File: src/dsl_pkg.sv
// Drive supervision constants: register map, reset values, timing.
// Assumes a 20 MHz pclk and 32-bit APB data.
package dsl_pkg;
   localparam int CLK_HZ = 20_000_000;
   // Slow time base: one tick every 0.1 s.
   localparam int TICK_MS = 100;
   localparam int TICK_CYCLES = CLK_HZ / 1000 * TICK_MS;
   localparam int WINDOW_S = 60;
   localparam int WINDOW_TICKS = WINDOW_S * 1000 / TICK_MS;

   // Register byte offsets.
   localparam logic [11:0] OFS_CTRL = 12'h000;
   localparam logic [11:0] OFS_BRAKE = 12'h004;
   localparam logic [11:0] OFS_RESTART = 12'h008;
   localparam logic [11:0] OFS_OVERCUR = 12'h00C;
   localparam logic [11:0] OFS_FDET = 12'h010;
   localparam logic [11:0] OFS_FBAND = 12'h014;
   localparam logic [11:0] OFS_TIMERS = 12'h018;
   localparam logic [11:0] OFS_SKIP = 12'h01C;
   localparam logic [11:0] OFS_SKIPW = 12'h020;
   localparam logic [11:0] OFS_STATUS = 12'h024;
   localparam logic [11:0] OFS_FREQ_IN = 12'h028;

   // Reset values (volts x10, seconds x10, Hz x100, percent x100).
   localparam logic [15:0] BRAKE_ON_400V = 16'h1B58;
   localparam logic [15:0] BRAKE_ON_230V = 16'h0E74;
   localparam logic [15:0] BRAKE_HYST_RST = 16'h0064;
   localparam logic PL_RESTART_RST = 1'b1;
   localparam logic [1:0] PL_ACTION_RST = 2'h0;
   localparam logic [4:0] RESTART_LIMIT_RST = 5'h00;
   localparam logic [4:0] RESTART_LIMIT_MAX = 5'h14;
   localparam logic [15:0] RESTART_DELAY_RST = 16'h000A;
   localparam logic [15:0] RESTART_DELAY_MIN = 16'h0001;
   localparam logic [15:0] RESTART_DELAY_MAX = 16'h03E8;
   localparam logic [7:0] OC_LEVEL_RST = 8'h00;
   localparam logic [7:0] OC_LEVEL_MAX = 8'hC8;
   localparam logic [15:0] OC_TIME_RST = 16'h0064;
   localparam logic [15:0] FDET_BAND_RST = 16'h01F4;
   localparam logic [15:0] FDET_BAND_MAX = 16'h2710;
   localparam logic [15:0] TIMER1_RST = 16'h0064;
   localparam logic [15:0] TIMER2_RST = 16'h00C8;
   localparam logic [15:0] TIME_MAX = 16'h270F;

   typedef enum logic [1:0] {
      PLA_NONE = 2'b00,
      PLA_RAMP = 2'b01,
      PLA_RAMP_PLUS = 2'b10
   } dsl_pla_e;

   typedef enum logic [1:0] {
      RS_RUN = 2'b00,
      RS_DELAY = 2'b01,
      RS_LOCKED = 2'b10
   } dsl_rs_e;
endpackage

File: src/dsl_tick_if.sv
// Shared 0.1 s tick and clock enable for the timers and frequency detectors.
// Assumes one clock domain.
`timescale 1ns/1ps
interface dsl_tick_if;
   logic ce;
   logic tick;
   modport src (output ce, output tick);
   modport dst (input ce, input tick);
endinterface

File: src/dsl_freq_detect.sv
// Frequency level detector, hysteresis below the level.
// Assumes 0.01 Hz frequencies and a band in 0.01 % of the level.
`timescale 1ns/1ps
module dsl_freq_detect
   import dsl_pkg::*;
(
   // Clock and reset
   input wire logic pclk,
   input wire logic presetn,
   // Tick
   dsl_tick_if.dst tk,
   // Compare
   input wire logic [15:0] freq,
   input wire logic [15:0] level,
   input wire logic [15:0] band,
   // Result
   output logic reached
);
   logic reached_reg, reached_next;
   logic [31:0] hyst;
   logic [16:0] low_lvl;

   always_comb
   begin
      hyst = (32'(level) * 32'(band)) / 32'd10000;
      low_lvl = 17'(level) - 17'(hyst[15:0]);
      reached_next = reached_reg;
      if (freq >= level)
         reached_next = 1'b1;
      else if (low_lvl[16] || 17'(freq) < low_lvl)
         reached_next = 1'b0;
   end

   always_ff @(posedge pclk or negedge presetn)
   begin
      if (!presetn)
         reached_reg <= 1'b0;
      else if (tk.ce)
         reached_reg <= reached_next;
   end

   assign reached = reached_reg;
endmodule // dsl_freq_detect

File: src/dsl_gp_timer.sv
// General timer: counts 0.1 s ticks while start holds.
// Assumes a one-cycle tick pulse.
`timescale 1ns/1ps
module dsl_gp_timer
   import dsl_pkg::*;
(
   // Clock and reset
   input wire logic pclk,
   input wire logic presetn,
   // Tick
   dsl_tick_if.dst tk,
   // Control
   input wire logic start,
   input wire logic [15:0] preset,
   // Result
   output logic done
);
   logic [15:0] cnt_reg, cnt_next;
   logic done_reg, done_next;

   always_comb
   begin
      cnt_next = cnt_reg;
      done_next = done_reg;
      if (!start)
      begin
         cnt_next = 16'h0000;
         done_next = 1'b0;
      end
      else if (cnt_reg >= preset)
         done_next = 1'b1;
      else if (tk.tick)
         cnt_next = cnt_reg + 16'h0001;
   end

   always_ff @(posedge pclk or negedge presetn)
   begin
      if (!presetn)
      begin
         cnt_reg <= 16'h0000;
         done_reg <= 1'b0;
      end
      else if (tk.ce)
      begin
         cnt_reg <= cnt_next;
         done_reg <= done_next;
      end
   end

   assign done = done_reg;
endmodule // dsl_gp_timer

File: src/dsl_supervisor.sv
// Drive supervision: brake, power loss, fault restart, overcurrent,
// frequency detect, timers and jump frequencies.
// Assumes an APB master on pclk and synchronous inputs.
//
// Functional notes
// - Chopper on above brake threshold.
// - Chopper off at release level.
// - Select 0: run dropped on supply loss.
// - Select 1: run kept, speed search on return.
// - Loss action: 0 none, 1 ramp, 2 ramp plus extra.
// - Fault, nonzero limit: restart after delay.
// - 60 s without alarm clears restart count.
// - Count at limit stops output.
// - Limit 0 to 20, default 0; zero disables.
// - Overcurrent level: percent of rated current.
// - Too long above level raises overload.
// - Level zero, the default, disables detection.
// - Two levels set reached flags.
// - Shared hysteresis, 0.01 %, default 5.0 %.
// - Timers flag at presets, 10.0 s and 20.0 s.
// - Two jump frequencies, 0.01 Hz, default 0.
// - Jump band width, 0.01 Hz, default 0.
// - Brake default 700.0 V or 370.0 V by model.
//
// Chosen here: register access over APB and the address map.
`timescale 1ns/1ps
module dsl_supervisor
   import dsl_pkg::*;
#(
   parameter int unsigned TICK_DIV = TICK_CYCLES
)
(
   // Clock, reset, enable
   input wire logic pclk,
   input wire logic presetn,
   input wire logic ce,
   // APB slave
   input wire logic psel,
   input wire logic penable,
   input wire logic pwrite,
   input wire logic [11:0] paddr,
   input wire logic [31:0] pwdata,
   output logic [31:0] prdata,
   output logic pready,
   output logic pslverr,
   // Model strap: high on 230 V models
   input wire logic model_230v,
   // Power stage measurements
   input wire logic [15:0] dc_bus_dv,
   input wire logic [15:0] motor_current_ca,
   input wire logic [15:0] out_freq_chz,
   input wire logic [15:0] req_freq_chz,
   input wire logic supply_ok,
   input wire logic fault_alarm,
   input wire logic run_cmd,
   // Multifunction inputs
   input wire logic timer_one_start,
   input wire logic timer_two_start,
   // Outputs
   output logic brake_on,
   output logic run_enable,
   output logic speed_search,
   output logic pl_ramp_down,
   output logic pl_extra_action,
   output logic auto_restart,
   output logic output_inhibit,
   output logic motor_overload_alarm,
   output logic freq_reached_flag_one,
   output logic freq_reached_flag_two,
   output logic timer_one_done,
   output logic timer_two_done,
   output logic [15:0] freq_setpoint
);
   initial
   begin
      if (TICK_DIV < 2)
         $error("TICK_DIV too small");
   end

   dsl_tick_if tk ();

   // Configuration registers.
   logic [15:0] brake_on_threshold_reg, brake_hyst_reg;
   logic power_loss_restart_select_reg;
   logic [1:0] power_loss_action_select_reg;
   logic [4:0] fault_restart_limit_reg;
   logic [15:0] fault_restart_delay_reg;
   logic [7:0] motor_overcurrent_level_reg;
   logic [15:0] rated_motor_current_reg, motor_overcurrent_time_reg;
   logic [15:0] freq_detect_level_one_reg, freq_detect_level_two_reg;
   logic [15:0] freq_detect_band_reg;
   logic [15:0] gp_timer_one_preset_reg, gp_timer_two_preset_reg;
   logic [15:0] skip_freq_one_reg, skip_freq_two_reg, skip_band_width_reg;
   logic strap_done_reg;

   // Supervision state.
   logic [31:0] div_reg, div_next;
   logic tick_reg, tick_next;
   logic brake_reg, brake_next;
   logic run_held_reg, run_held_next;
   logic search_reg, search_next;
   logic supply_q_reg;
   dsl_rs_e rs_reg, rs_next;
   logic [15:0] rs_cnt_reg, rs_cnt_next;
   logic [4:0] fault_cnt_reg, fault_cnt_next;
   logic fault_q_reg;
   logic restart_pulse_reg, restart_pulse_next;
   logic [15:0] oc_cnt_reg, oc_cnt_next;
   logic ol_reg, ol_next;
   logic [15:0] setp_reg, setp_next;
   logic [31:0] prdata_reg;

   logic wr_en, rd_en;
   logic [16:0] release_lvl;
   logic [31:0] oc_limit;
   logic fault_rise;

   assign tk.ce = ce;
   assign tk.tick = tick_reg;
   assign wr_en = psel && penable && pwrite && ce;
   assign rd_en = psel && !penable && !pwrite;
   assign fault_rise = fault_alarm && !fault_q_reg;
   assign release_lvl = 17'(brake_on_threshold_reg) - 17'(brake_hyst_reg);
   // Current limit in 0.01 A: rated x percent / 100.
   assign oc_limit = (32'(rated_motor_current_reg)
      * 32'(motor_overcurrent_level_reg)) / 32'd100;

   always_comb
   begin
      div_next = div_reg + 32'd1;
      tick_next = 1'b0;
      if (div_reg >= 32'(TICK_DIV - 1))
      begin
         div_next = 32'd0;
         tick_next = 1'b1;
      end

      brake_next = brake_reg;
      if (dc_bus_dv > brake_on_threshold_reg)
         brake_next = 1'b1;
      else if (release_lvl[16] || 17'(dc_bus_dv) <= release_lvl)
         brake_next = 1'b0;

      run_held_next = run_held_reg;
      search_next = 1'b0;
      if (supply_ok)
      begin
         run_held_next = run_cmd;
         search_next = !supply_q_reg && run_held_reg;
      end
      else if (!power_loss_restart_select_reg)
         run_held_next = 1'b0;

      rs_next = rs_reg;
      rs_cnt_next = rs_cnt_reg;
      fault_cnt_next = fault_cnt_reg;
      restart_pulse_next = 1'b0;
      case (rs_reg)
         RS_RUN:
         begin
            if (fault_rise)
            begin
               rs_cnt_next = 16'h0000;
               if (fault_restart_limit_reg == 5'h00)
                  rs_next = RS_LOCKED;
               else if (fault_cnt_reg + 5'h01 >= fault_restart_limit_reg)
               begin
                  fault_cnt_next = fault_cnt_reg + 5'h01;
                  rs_next = RS_LOCKED;
               end
               else
               begin
                  fault_cnt_next = fault_cnt_reg + 5'h01;
                  rs_next = RS_DELAY;
               end
            end
            else if (tick_reg && fault_cnt_reg != 5'h00)
            begin
               rs_cnt_next = rs_cnt_reg + 16'h0001;
               if (rs_cnt_reg + 16'h0001 >= 16'(WINDOW_TICKS))
               begin
                  fault_cnt_next = 5'h00;
                  rs_cnt_next = 16'h0000;
               end
            end
         end
         RS_DELAY:
         begin
            if (tick_reg)
               rs_cnt_next = rs_cnt_reg + 16'h0001;
            if (rs_cnt_reg >= fault_restart_delay_reg && !fault_alarm)
            begin
               rs_next = RS_RUN;
               rs_cnt_next = 16'h0000;
               restart_pulse_next = 1'b1;
            end
         end
         RS_LOCKED:
         begin
            if (!run_cmd && !fault_alarm)
            begin
               rs_next = RS_RUN;
               fault_cnt_next = 5'h00;
            end
         end
         default: rs_next = RS_RUN;
      endcase

      oc_cnt_next = oc_cnt_reg;
      ol_next = ol_reg;
      if (motor_overcurrent_level_reg == 8'h00)
      begin
         oc_cnt_next = 16'h0000;
         ol_next = 1'b0;
      end
      else if (32'(motor_current_ca) > oc_limit)
      begin
         if (tick_reg && oc_cnt_reg != 16'hFFFF)
            oc_cnt_next = oc_cnt_reg + 16'h0001;
         if (oc_cnt_reg > motor_overcurrent_time_reg)
            ol_next = 1'b1;
      end
      else
         oc_cnt_next = 16'h0000;
      if (!run_cmd)
         ol_next = 1'b0;

      setp_next = req_freq_chz;
      if (skip_band_width_reg != 16'h0000)
      begin
         if (skip_freq_one_reg != 16'h0000
            && jump_hold(req_freq_chz, skip_freq_one_reg,
                         skip_band_width_reg, setp_reg))
            setp_next = setp_reg;
         else if (skip_freq_two_reg != 16'h0000
            && jump_hold(req_freq_chz, skip_freq_two_reg,
                         skip_band_width_reg, setp_reg))
            setp_next = setp_reg;
      end
   end

   // Holds while the request sits in the band; held is the last setpoint from outside it.
   function automatic logic jump_hold(input logic [15:0] req,
      input logic [15:0] ctr, input logic [15:0] bw,
      input logic [15:0] held);
      logic [16:0] lo;
      logic [16:0] hi;
      lo = 17'(ctr) - 17'(bw >> 1);
      hi = 17'(ctr) + 17'(bw >> 1);
      if (lo[16])
         lo = 17'h0_0000;
      jump_hold = (17'(req) > lo) && (17'(req) < hi)
         && (17'(held) <= lo || 17'(held) >= hi);
   endfunction

   always_ff @(posedge pclk or negedge presetn)
   begin
      if (!presetn)
      begin
         div_reg <= 32'd0;
         tick_reg <= 1'b0;
         brake_reg <= 1'b0;
         run_held_reg <= 1'b0;
         search_reg <= 1'b0;
         supply_q_reg <= 1'b0;
         rs_reg <= RS_RUN;
         rs_cnt_reg <= 16'h0000;
         fault_cnt_reg <= 5'h00;
         fault_q_reg <= 1'b0;
         restart_pulse_reg <= 1'b0;
         oc_cnt_reg <= 16'h0000;
         ol_reg <= 1'b0;
         setp_reg <= 16'h0000;
      end
      else if (ce)
      begin
         div_reg <= div_next;
         tick_reg <= tick_next;
         brake_reg <= brake_next;
         run_held_reg <= run_held_next;
         search_reg <= search_next;
         supply_q_reg <= supply_ok;
         rs_reg <= rs_next;
         rs_cnt_reg <= rs_cnt_next;
         fault_cnt_reg <= fault_cnt_next;
         fault_q_reg <= fault_alarm;
         restart_pulse_reg <= restart_pulse_next;
         oc_cnt_reg <= oc_cnt_next;
         ol_reg <= ol_next;
         setp_reg <= setp_next;
      end
   end

   // Register file; the model strap is taken once after reset.
   always_ff @(posedge pclk or negedge presetn)
   begin
      if (!presetn)
      begin
         brake_on_threshold_reg <= BRAKE_ON_400V;
         brake_hyst_reg <= BRAKE_HYST_RST;
         strap_done_reg <= 1'b0;
         power_loss_restart_select_reg <= PL_RESTART_RST;
         power_loss_action_select_reg <= PL_ACTION_RST;
         fault_restart_limit_reg <= RESTART_LIMIT_RST;
         fault_restart_delay_reg <= RESTART_DELAY_RST;
         motor_overcurrent_level_reg <= OC_LEVEL_RST;
         rated_motor_current_reg <= 16'h0000;
         motor_overcurrent_time_reg <= OC_TIME_RST;
         freq_detect_level_one_reg <= 16'h0000;
         freq_detect_level_two_reg <= 16'h0000;
         freq_detect_band_reg <= FDET_BAND_RST;
         gp_timer_one_preset_reg <= TIMER1_RST;
         gp_timer_two_preset_reg <= TIMER2_RST;
         skip_freq_one_reg <= 16'h0000;
         skip_freq_two_reg <= 16'h0000;
         skip_band_width_reg <= 16'h0000;
      end
      else if (ce)
      begin
         if (!strap_done_reg)
         begin
            strap_done_reg <= 1'b1;
            if (model_230v)
               brake_on_threshold_reg <= BRAKE_ON_230V;
         end
         else if (wr_en)
         begin
            if (paddr == OFS_CTRL)
            begin
               power_loss_restart_select_reg <= pwdata[0];
               if (pwdata[5:4] <= 2'h2)
                  power_loss_action_select_reg <= pwdata[5:4];
            end
            else if (paddr == OFS_BRAKE)
            begin
               brake_on_threshold_reg <= pwdata[15:0];
               brake_hyst_reg <= pwdata[31:16];
            end
            else if (paddr == OFS_RESTART)
            begin
               if (pwdata[4:0] <= RESTART_LIMIT_MAX)
                  fault_restart_limit_reg <= pwdata[4:0];
               if (pwdata[31:16] >= RESTART_DELAY_MIN
                  && pwdata[31:16] <= RESTART_DELAY_MAX)
                  fault_restart_delay_reg <= pwdata[31:16];
            end
            else if (paddr == OFS_OVERCUR)
            begin
               if (pwdata[7:0] <= OC_LEVEL_MAX)
                  motor_overcurrent_level_reg <= pwdata[7:0];
               if (pwdata[31:16] <= TIME_MAX)
                  motor_overcurrent_time_reg <= pwdata[31:16];
            end
            else if (paddr == OFS_FDET)
            begin
               freq_detect_level_one_reg <= pwdata[15:0];
               freq_detect_level_two_reg <= pwdata[31:16];
            end
            else if (paddr == OFS_FBAND)
            begin
               if (pwdata[15:0] <= FDET_BAND_MAX)
                  freq_detect_band_reg <= pwdata[15:0];
               rated_motor_current_reg <= pwdata[31:16];
            end
            else if (paddr == OFS_TIMERS)
            begin
               if (pwdata[15:0] <= TIME_MAX)
                  gp_timer_one_preset_reg <= pwdata[15:0];
               if (pwdata[31:16] <= TIME_MAX)
                  gp_timer_two_preset_reg <= pwdata[31:16];
            end
            else if (paddr == OFS_SKIP)
            begin
               skip_freq_one_reg <= pwdata[15:0];
               skip_freq_two_reg <= pwdata[31:16];
            end
            else if (paddr == OFS_SKIPW)
               skip_band_width_reg <= pwdata[15:0];
         end
      end
   end

   // Read data is taken in setup and shown in access.
   always_ff @(posedge pclk or negedge presetn)
   begin
      if (!presetn)
         prdata_reg <= 32'h0000_0000;
      else if (ce && rd_en)
      begin
         if (paddr == OFS_CTRL)
            prdata_reg <= {26'h0, power_loss_action_select_reg, 3'h0,
               power_loss_restart_select_reg};
         else if (paddr == OFS_BRAKE)
            prdata_reg <= {brake_hyst_reg, brake_on_threshold_reg};
         else if (paddr == OFS_RESTART)
            prdata_reg <= {fault_restart_delay_reg, 3'h0, fault_cnt_reg,
               3'h0, fault_restart_limit_reg};
         else if (paddr == OFS_OVERCUR)
            prdata_reg <= {motor_overcurrent_time_reg, 8'h00,
               motor_overcurrent_level_reg};
         else if (paddr == OFS_FDET)
            prdata_reg <= {freq_detect_level_two_reg,
               freq_detect_level_one_reg};
         else if (paddr == OFS_FBAND)
            prdata_reg <= {rated_motor_current_reg, freq_detect_band_reg};
         else if (paddr == OFS_TIMERS)
            prdata_reg <= {gp_timer_two_preset_reg, gp_timer_one_preset_reg};
         else if (paddr == OFS_SKIP)
            prdata_reg <= {skip_freq_two_reg, skip_freq_one_reg};
         else if (paddr == OFS_SKIPW)
            prdata_reg <= {16'h0000, skip_band_width_reg};
         else if (paddr == OFS_STATUS)
            prdata_reg <= {20'h0_0000, timer_two_done, timer_one_done,
               freq_reached_flag_two, freq_reached_flag_one, ol_reg,
               rs_reg == RS_LOCKED, rs_reg == RS_DELAY, search_reg,
               run_held_reg, brake_reg, 2'h0};
         else if (paddr == OFS_FREQ_IN)
            prdata_reg <= {out_freq_chz, setp_reg};
         else
            prdata_reg <= 32'h0000_0000;
      end
   end

   assign prdata = prdata_reg;
   assign pready = ce;
   assign pslverr = psel && penable && (paddr > OFS_FREQ_IN
      || paddr[1:0] != 2'h0);

   dsl_freq_detect u_fd1 (.pclk(pclk), .presetn(presetn), .tk(tk),
      .freq(out_freq_chz), .level(freq_detect_level_one_reg),
      .band(freq_detect_band_reg), .reached(freq_reached_flag_one));
   dsl_freq_detect u_fd2 (.pclk(pclk), .presetn(presetn), .tk(tk),
      .freq(out_freq_chz), .level(freq_detect_level_two_reg),
      .band(freq_detect_band_reg), .reached(freq_reached_flag_two));
   dsl_gp_timer u_t1 (.pclk(pclk), .presetn(presetn), .tk(tk),
      .start(timer_one_start), .preset(gp_timer_one_preset_reg),
      .done(timer_one_done));
   dsl_gp_timer u_t2 (.pclk(pclk), .presetn(presetn), .tk(tk),
      .start(timer_two_start), .preset(gp_timer_two_preset_reg),
      .done(timer_two_done));

   assign brake_on = brake_reg;
   assign run_enable = run_held_reg && supply_ok && rs_reg == RS_RUN
      && !ol_reg;
   assign speed_search = search_reg;
   assign pl_ramp_down = !supply_ok
      && power_loss_action_select_reg != PLA_NONE;
   assign pl_extra_action = !supply_ok
      && power_loss_action_select_reg == PLA_RAMP_PLUS;
   assign auto_restart = restart_pulse_reg;
   assign output_inhibit = rs_reg != RS_RUN || ol_reg;
   assign motor_overload_alarm = ol_reg;
   assign freq_setpoint = setp_reg;
endmodule // dsl_supervisor

File: config.mk
export PLATFORM = sky130hd
export DESIGN_NAME = dsl_supervisor
export DESIGN_NICKNAME = d
export VERILOG_FILES = /design/src/dsl_pkg.sv /design/src/dsl_tick_if.sv /design/src/dsl_freq_detect.sv /design/src/dsl_gp_timer.sv /design/src/dsl_supervisor.sv
export SDC_FILE = /design/constraint.sdc
export NUM_CORES = 2
export LEC_CHECK = 0
export BUFFER_PORTS_ARGS = -buffer_cell sky130_fd_sc_hd__buf_2
export CORE_ASPECT_RATIO = 0.8
export CORE_MARGIN = 8
export CORE_UTILIZATION = 31
export DETAILED_ROUTE_END_ITERATION = 10
export HOLD_SLACK_MARGIN = 0.12
export PLACE_DENSITY_LB_ADDON = 0.25
export SLEW_MARGIN = 20
export SYNTH_ARGS = -nofsm -noshare
export SYNTH_HDL_FRONTEND = slang
export SYNTH_SLANG_ARGS = --single-unit
File: constraint.sdc
create_clock -name pclk -period 23.3 [get_ports pclk]
set_clock_uncertainty 0.15 [all_clocks]
set_input_delay 0 -clock pclk [delete_from_list [all_inputs] [get_ports pclk]]
set_output_delay 0 -clock pclk [all_outputs]
set_load 0.005 [all_outputs]
==> results.sh <==
export IMPL_outcome="finished, violations left"
export IMPL_violations="negative setup slack"
export IMPL_die_y_um=434.9
export IMPL_antenna_left=0
export IMPL_crit_required_ns=23.66
export IMPL_synth_seq_cells=388
export IMPL_vias=67567
export IMPL_slew_viol_final=0
export IMPL_netlist_area_um2=68010
export IMPL_drt_iter0_drc=5137
export IMPL_path_max_fanout=6
export IMPL_clock_sinks=388
export IMPL_max_slew_margin_pct=19.14
export IMPL_crit_path_end_kind="flip-flop"
export IMPL_dp_cells=12348
export IMPL_worst_ep_arrival_time_ns=24.97
export IMPL_floorplan_rows=153
export IMPL_register_area_um2=9763
export IMPL_gp_congestion=0.9152
export IMPL_cap_viol_max_count=0
export IMPL_cp_common_cell="buf_4"
export IMPL_cp_start_kind="flip-flop"
export IMPL_clk_pin_slew_ns=0.08
export IMPL_grt_pass1_vias=66496
export IMPL_setup_tns_ns=-2.167
export IMPL_cp_num_buf_inv=16
export IMPL_grt_max_degree=79
export IMPL_grt_antenna_before_repair=40
export IMPL_synth_edf_count=0
export IMPL_ys_seq_area_share_pct=14.33
export IMPL_powerDensity_nw_per_um2=19.69
export IMPL_fmax_mhz=40.63
export IMPL_nets=11097
export IMPL_initial_core_util_pct=31.24
export IMPL_numPortBuffers=181
export IMPL_clock_root_buffer="clkbuf_16"
export IMPL_rsz0062_at_grt="yes"
export IMPL_n_fill_cell=21729
export IMPL_cp_slowest_cell="dfstp_2"
export IMPL_worstSkewPairLatency_ns=0.63
export IMPL_hpwlAfterDp_um=201600
export IMPL_fin_crit_ns=24.61
export IMPL_syn_num_nets=9563
export IMPL_fin_util_pct=40.83
export IMPL_numCtsBuffers=47
export IMPL_power_leakage_uw=0.04160
export IMPL_syn_avg_cell_area_um2=8.202
export IMPL_path_class="flip-flop to flip-flop"
export IMPL_cts_tree="yes"
export IMPL_hp_class="input port to flip-flop"
export IMPL_area_delta_synth_final_pct=30.67
export IMPL_vias_per_cell=5.299
export IMPL_grt_overflow=0
export IMPL_final_cells=12751
export IMPL_hold_violations=0
export IMPL_drt_wl_total_um=250400
export IMPL_synth_main_ff_cell="dfrtp_1"
export IMPL_pin_count=182
export IMPL_async_flop_share_pct=100.0
export IMPL_grt_first_pass_wirelength_um=387600
export IMPL_htreeDepth=2
export IMPL_post_route_period_util_pct=105.6
export IMPL_cts_buffer_depth=3
export IMPL_crit_family="compound AO/OA/AOI/OAI gates"
export IMPL_worst_path_largest_cell_delay_ns=0.62
export IMPL_fin_ws_ns=-1.311
export IMPL_drc_errors=0
export IMPL_core_area_um2=217700
export IMPL_grt_use_total_pct=20.28
export IMPL_irDropWorstVdd_mv=0.04891
export IMPL_worst_pin_slew_ns=1.204
export IMPL_drive_gt1_share_pct=28.04
export IMPL_setup_viol=2
export IMPL_multi_input_area_um2=56490
export IMPL_fp_dieW_um=539.7
export IMPL_syn_inst=8291
export IMPL_dr_pass1_iters=6
export IMPL_wl_per_cell_um=19.64
export IMPL_ys_types=176
export IMPL_die_area_um2=234700
export IMPL_yosys_warnings=0
## layer usage
| metal | wire length (um) | GRT usage, % | part of all wire, % |
|---|---|---|---|
| met4 | 8447 | 6.025 | 3.4 |
| met2 | 109600 | 31.55 | 44 |
| met1 | 116100 | 29.00 | 46 |
| met3 | 16250 | 2.984 | 6.5 |
| met5 | 0 | 0 | 0 |
## synthesized netlist by cell type, types with 164 or more instances
library cell | n | share of area, %
nand2_1 | 803 | 4.4
fa_1 | 479 | 14
a21oi_1 | 438 | 3.2
nand3_1 | 229 | 1.7
o21ai_0 | 444 | 3.3
inv_1 | 852 | 4.7
and2_1 | 377 | 3.5
dfrtp_1 | 360 | 13
nand2b_1 | 164 | 1.5
nor2_1 | 527 | 2.9
clkbuf_1 | 263 | 1.5
xnor2_1 | 258 | 3.3
ha_1 | 673 | 12
## logic make-up after synthesis
group,Yosys count,share of synthesized area [%]
flops,388,14.33
compound gates,2075,21.44
simple gates,2813,21.05
buf+inv,1211,7.289
mux,226,3.674
xor+xnor,410,5.501
fa+ha+maj,1168,26.72
## worst reg2reg max path: cells and delay by family (launching register included)
| kind | cells | cell delay [ns] |
|---|---|---|
| AOI/OAI and AO/OA | 62 | 12.64 |
| buffers and inverters | 16 | 2.23 |
| DFF | 1 | 0.62 |
| xor gates and xnor gates | 2 | 0.33 |
| and+or+nand+nor | 25 | 4.47 |
| adders and majority gates | 10 | 4.10 |
## cell type report
type | count | share of cell area (%)
clock buffer | 67 | 1.498
tap | 2867 | 4.037
inverter | 861 | 3.651
sequential | 388 | 10.99
clock inverter | 18 | 0.3576
timing repair buffer | 1830 | 15.84
antenna | 23 | 0.06477
multi-input combinational | 6697 | 63.57
## timing repair
action / in CTS / in global routing
hold buffers: 105 / 3
buffers inserted: 92 / 88
endpoints found under the setup margin: 2 / 19
resized for setup: 250 / 307
hold endpoints to repair: 449 / 17
gates cloned: 5 / 3
pin swaps: 177 / 220
## through the flow
| stage | setup WS (ns) | hold slack, ns | power, uW | cell area, um2 |
|---|---|---|---|---|
| 4_1_cts | -0.9173 | 0.1212 | 1760 | 86540 |
| 6_report | -1.311 | 0.1213 | 1750 | 88860 |
| 3_5_place_dp | -1.904 | -0.08316 | 943.8 | 81830 |
| 5_1_grt | -2.355 | 0.1495 | 1820 | 88830 |
| 3_3_place_gp | -1.584 | -0.08637 | 938.4 | 81820 |
| 2_1_floorplan | -0.5418 | -0.4456 | 828.6 | 68820 |
## worst paths after layout
check / end / start / cells past startpoint / slack, ns
worst max-delay path: u_fd1.reached / freq_detect_band_reg[7] / 115 / -1.31
worst min-delay path: prdata[18] / out_freq_chz[2] / 5 / 0.12
worst max register to register: u_fd1.reached / freq_detect_band_reg[7] / 115 / -1.31
worst min register to register: prdata[26] / prdata[26] / 2 / 0.33
max in group asynchronous: freq_detect_level_two_reg[5] / presetn / 6 / 20.12
min in group asynchronous: gp_timer_one_preset_reg[5] / presetn / 3 / 0.42
## report_power, final
| part | leakage [uW] | internal (uW) | switching (uW) |
|---|---|---|---|
| clock | 0.000795 | 468 | 330 |
| combinational | 0.0358 | 89.4 | 132 |
| sequential | 0.00496 | 692 | 38.0 |
## layout by cell type (no fill, tap or decap), drive strengths merged, types with 169 or more instances in the layout
cell type and count:
a21oi 455, and2 396, buf 1720, dfrtp 360
fa 479, ha 673, inv 863, mux2 169
nand2 805, nand3 233, nor2 534, o21ai 514
xnor2 273
Power figures use the tool's default switching activity.
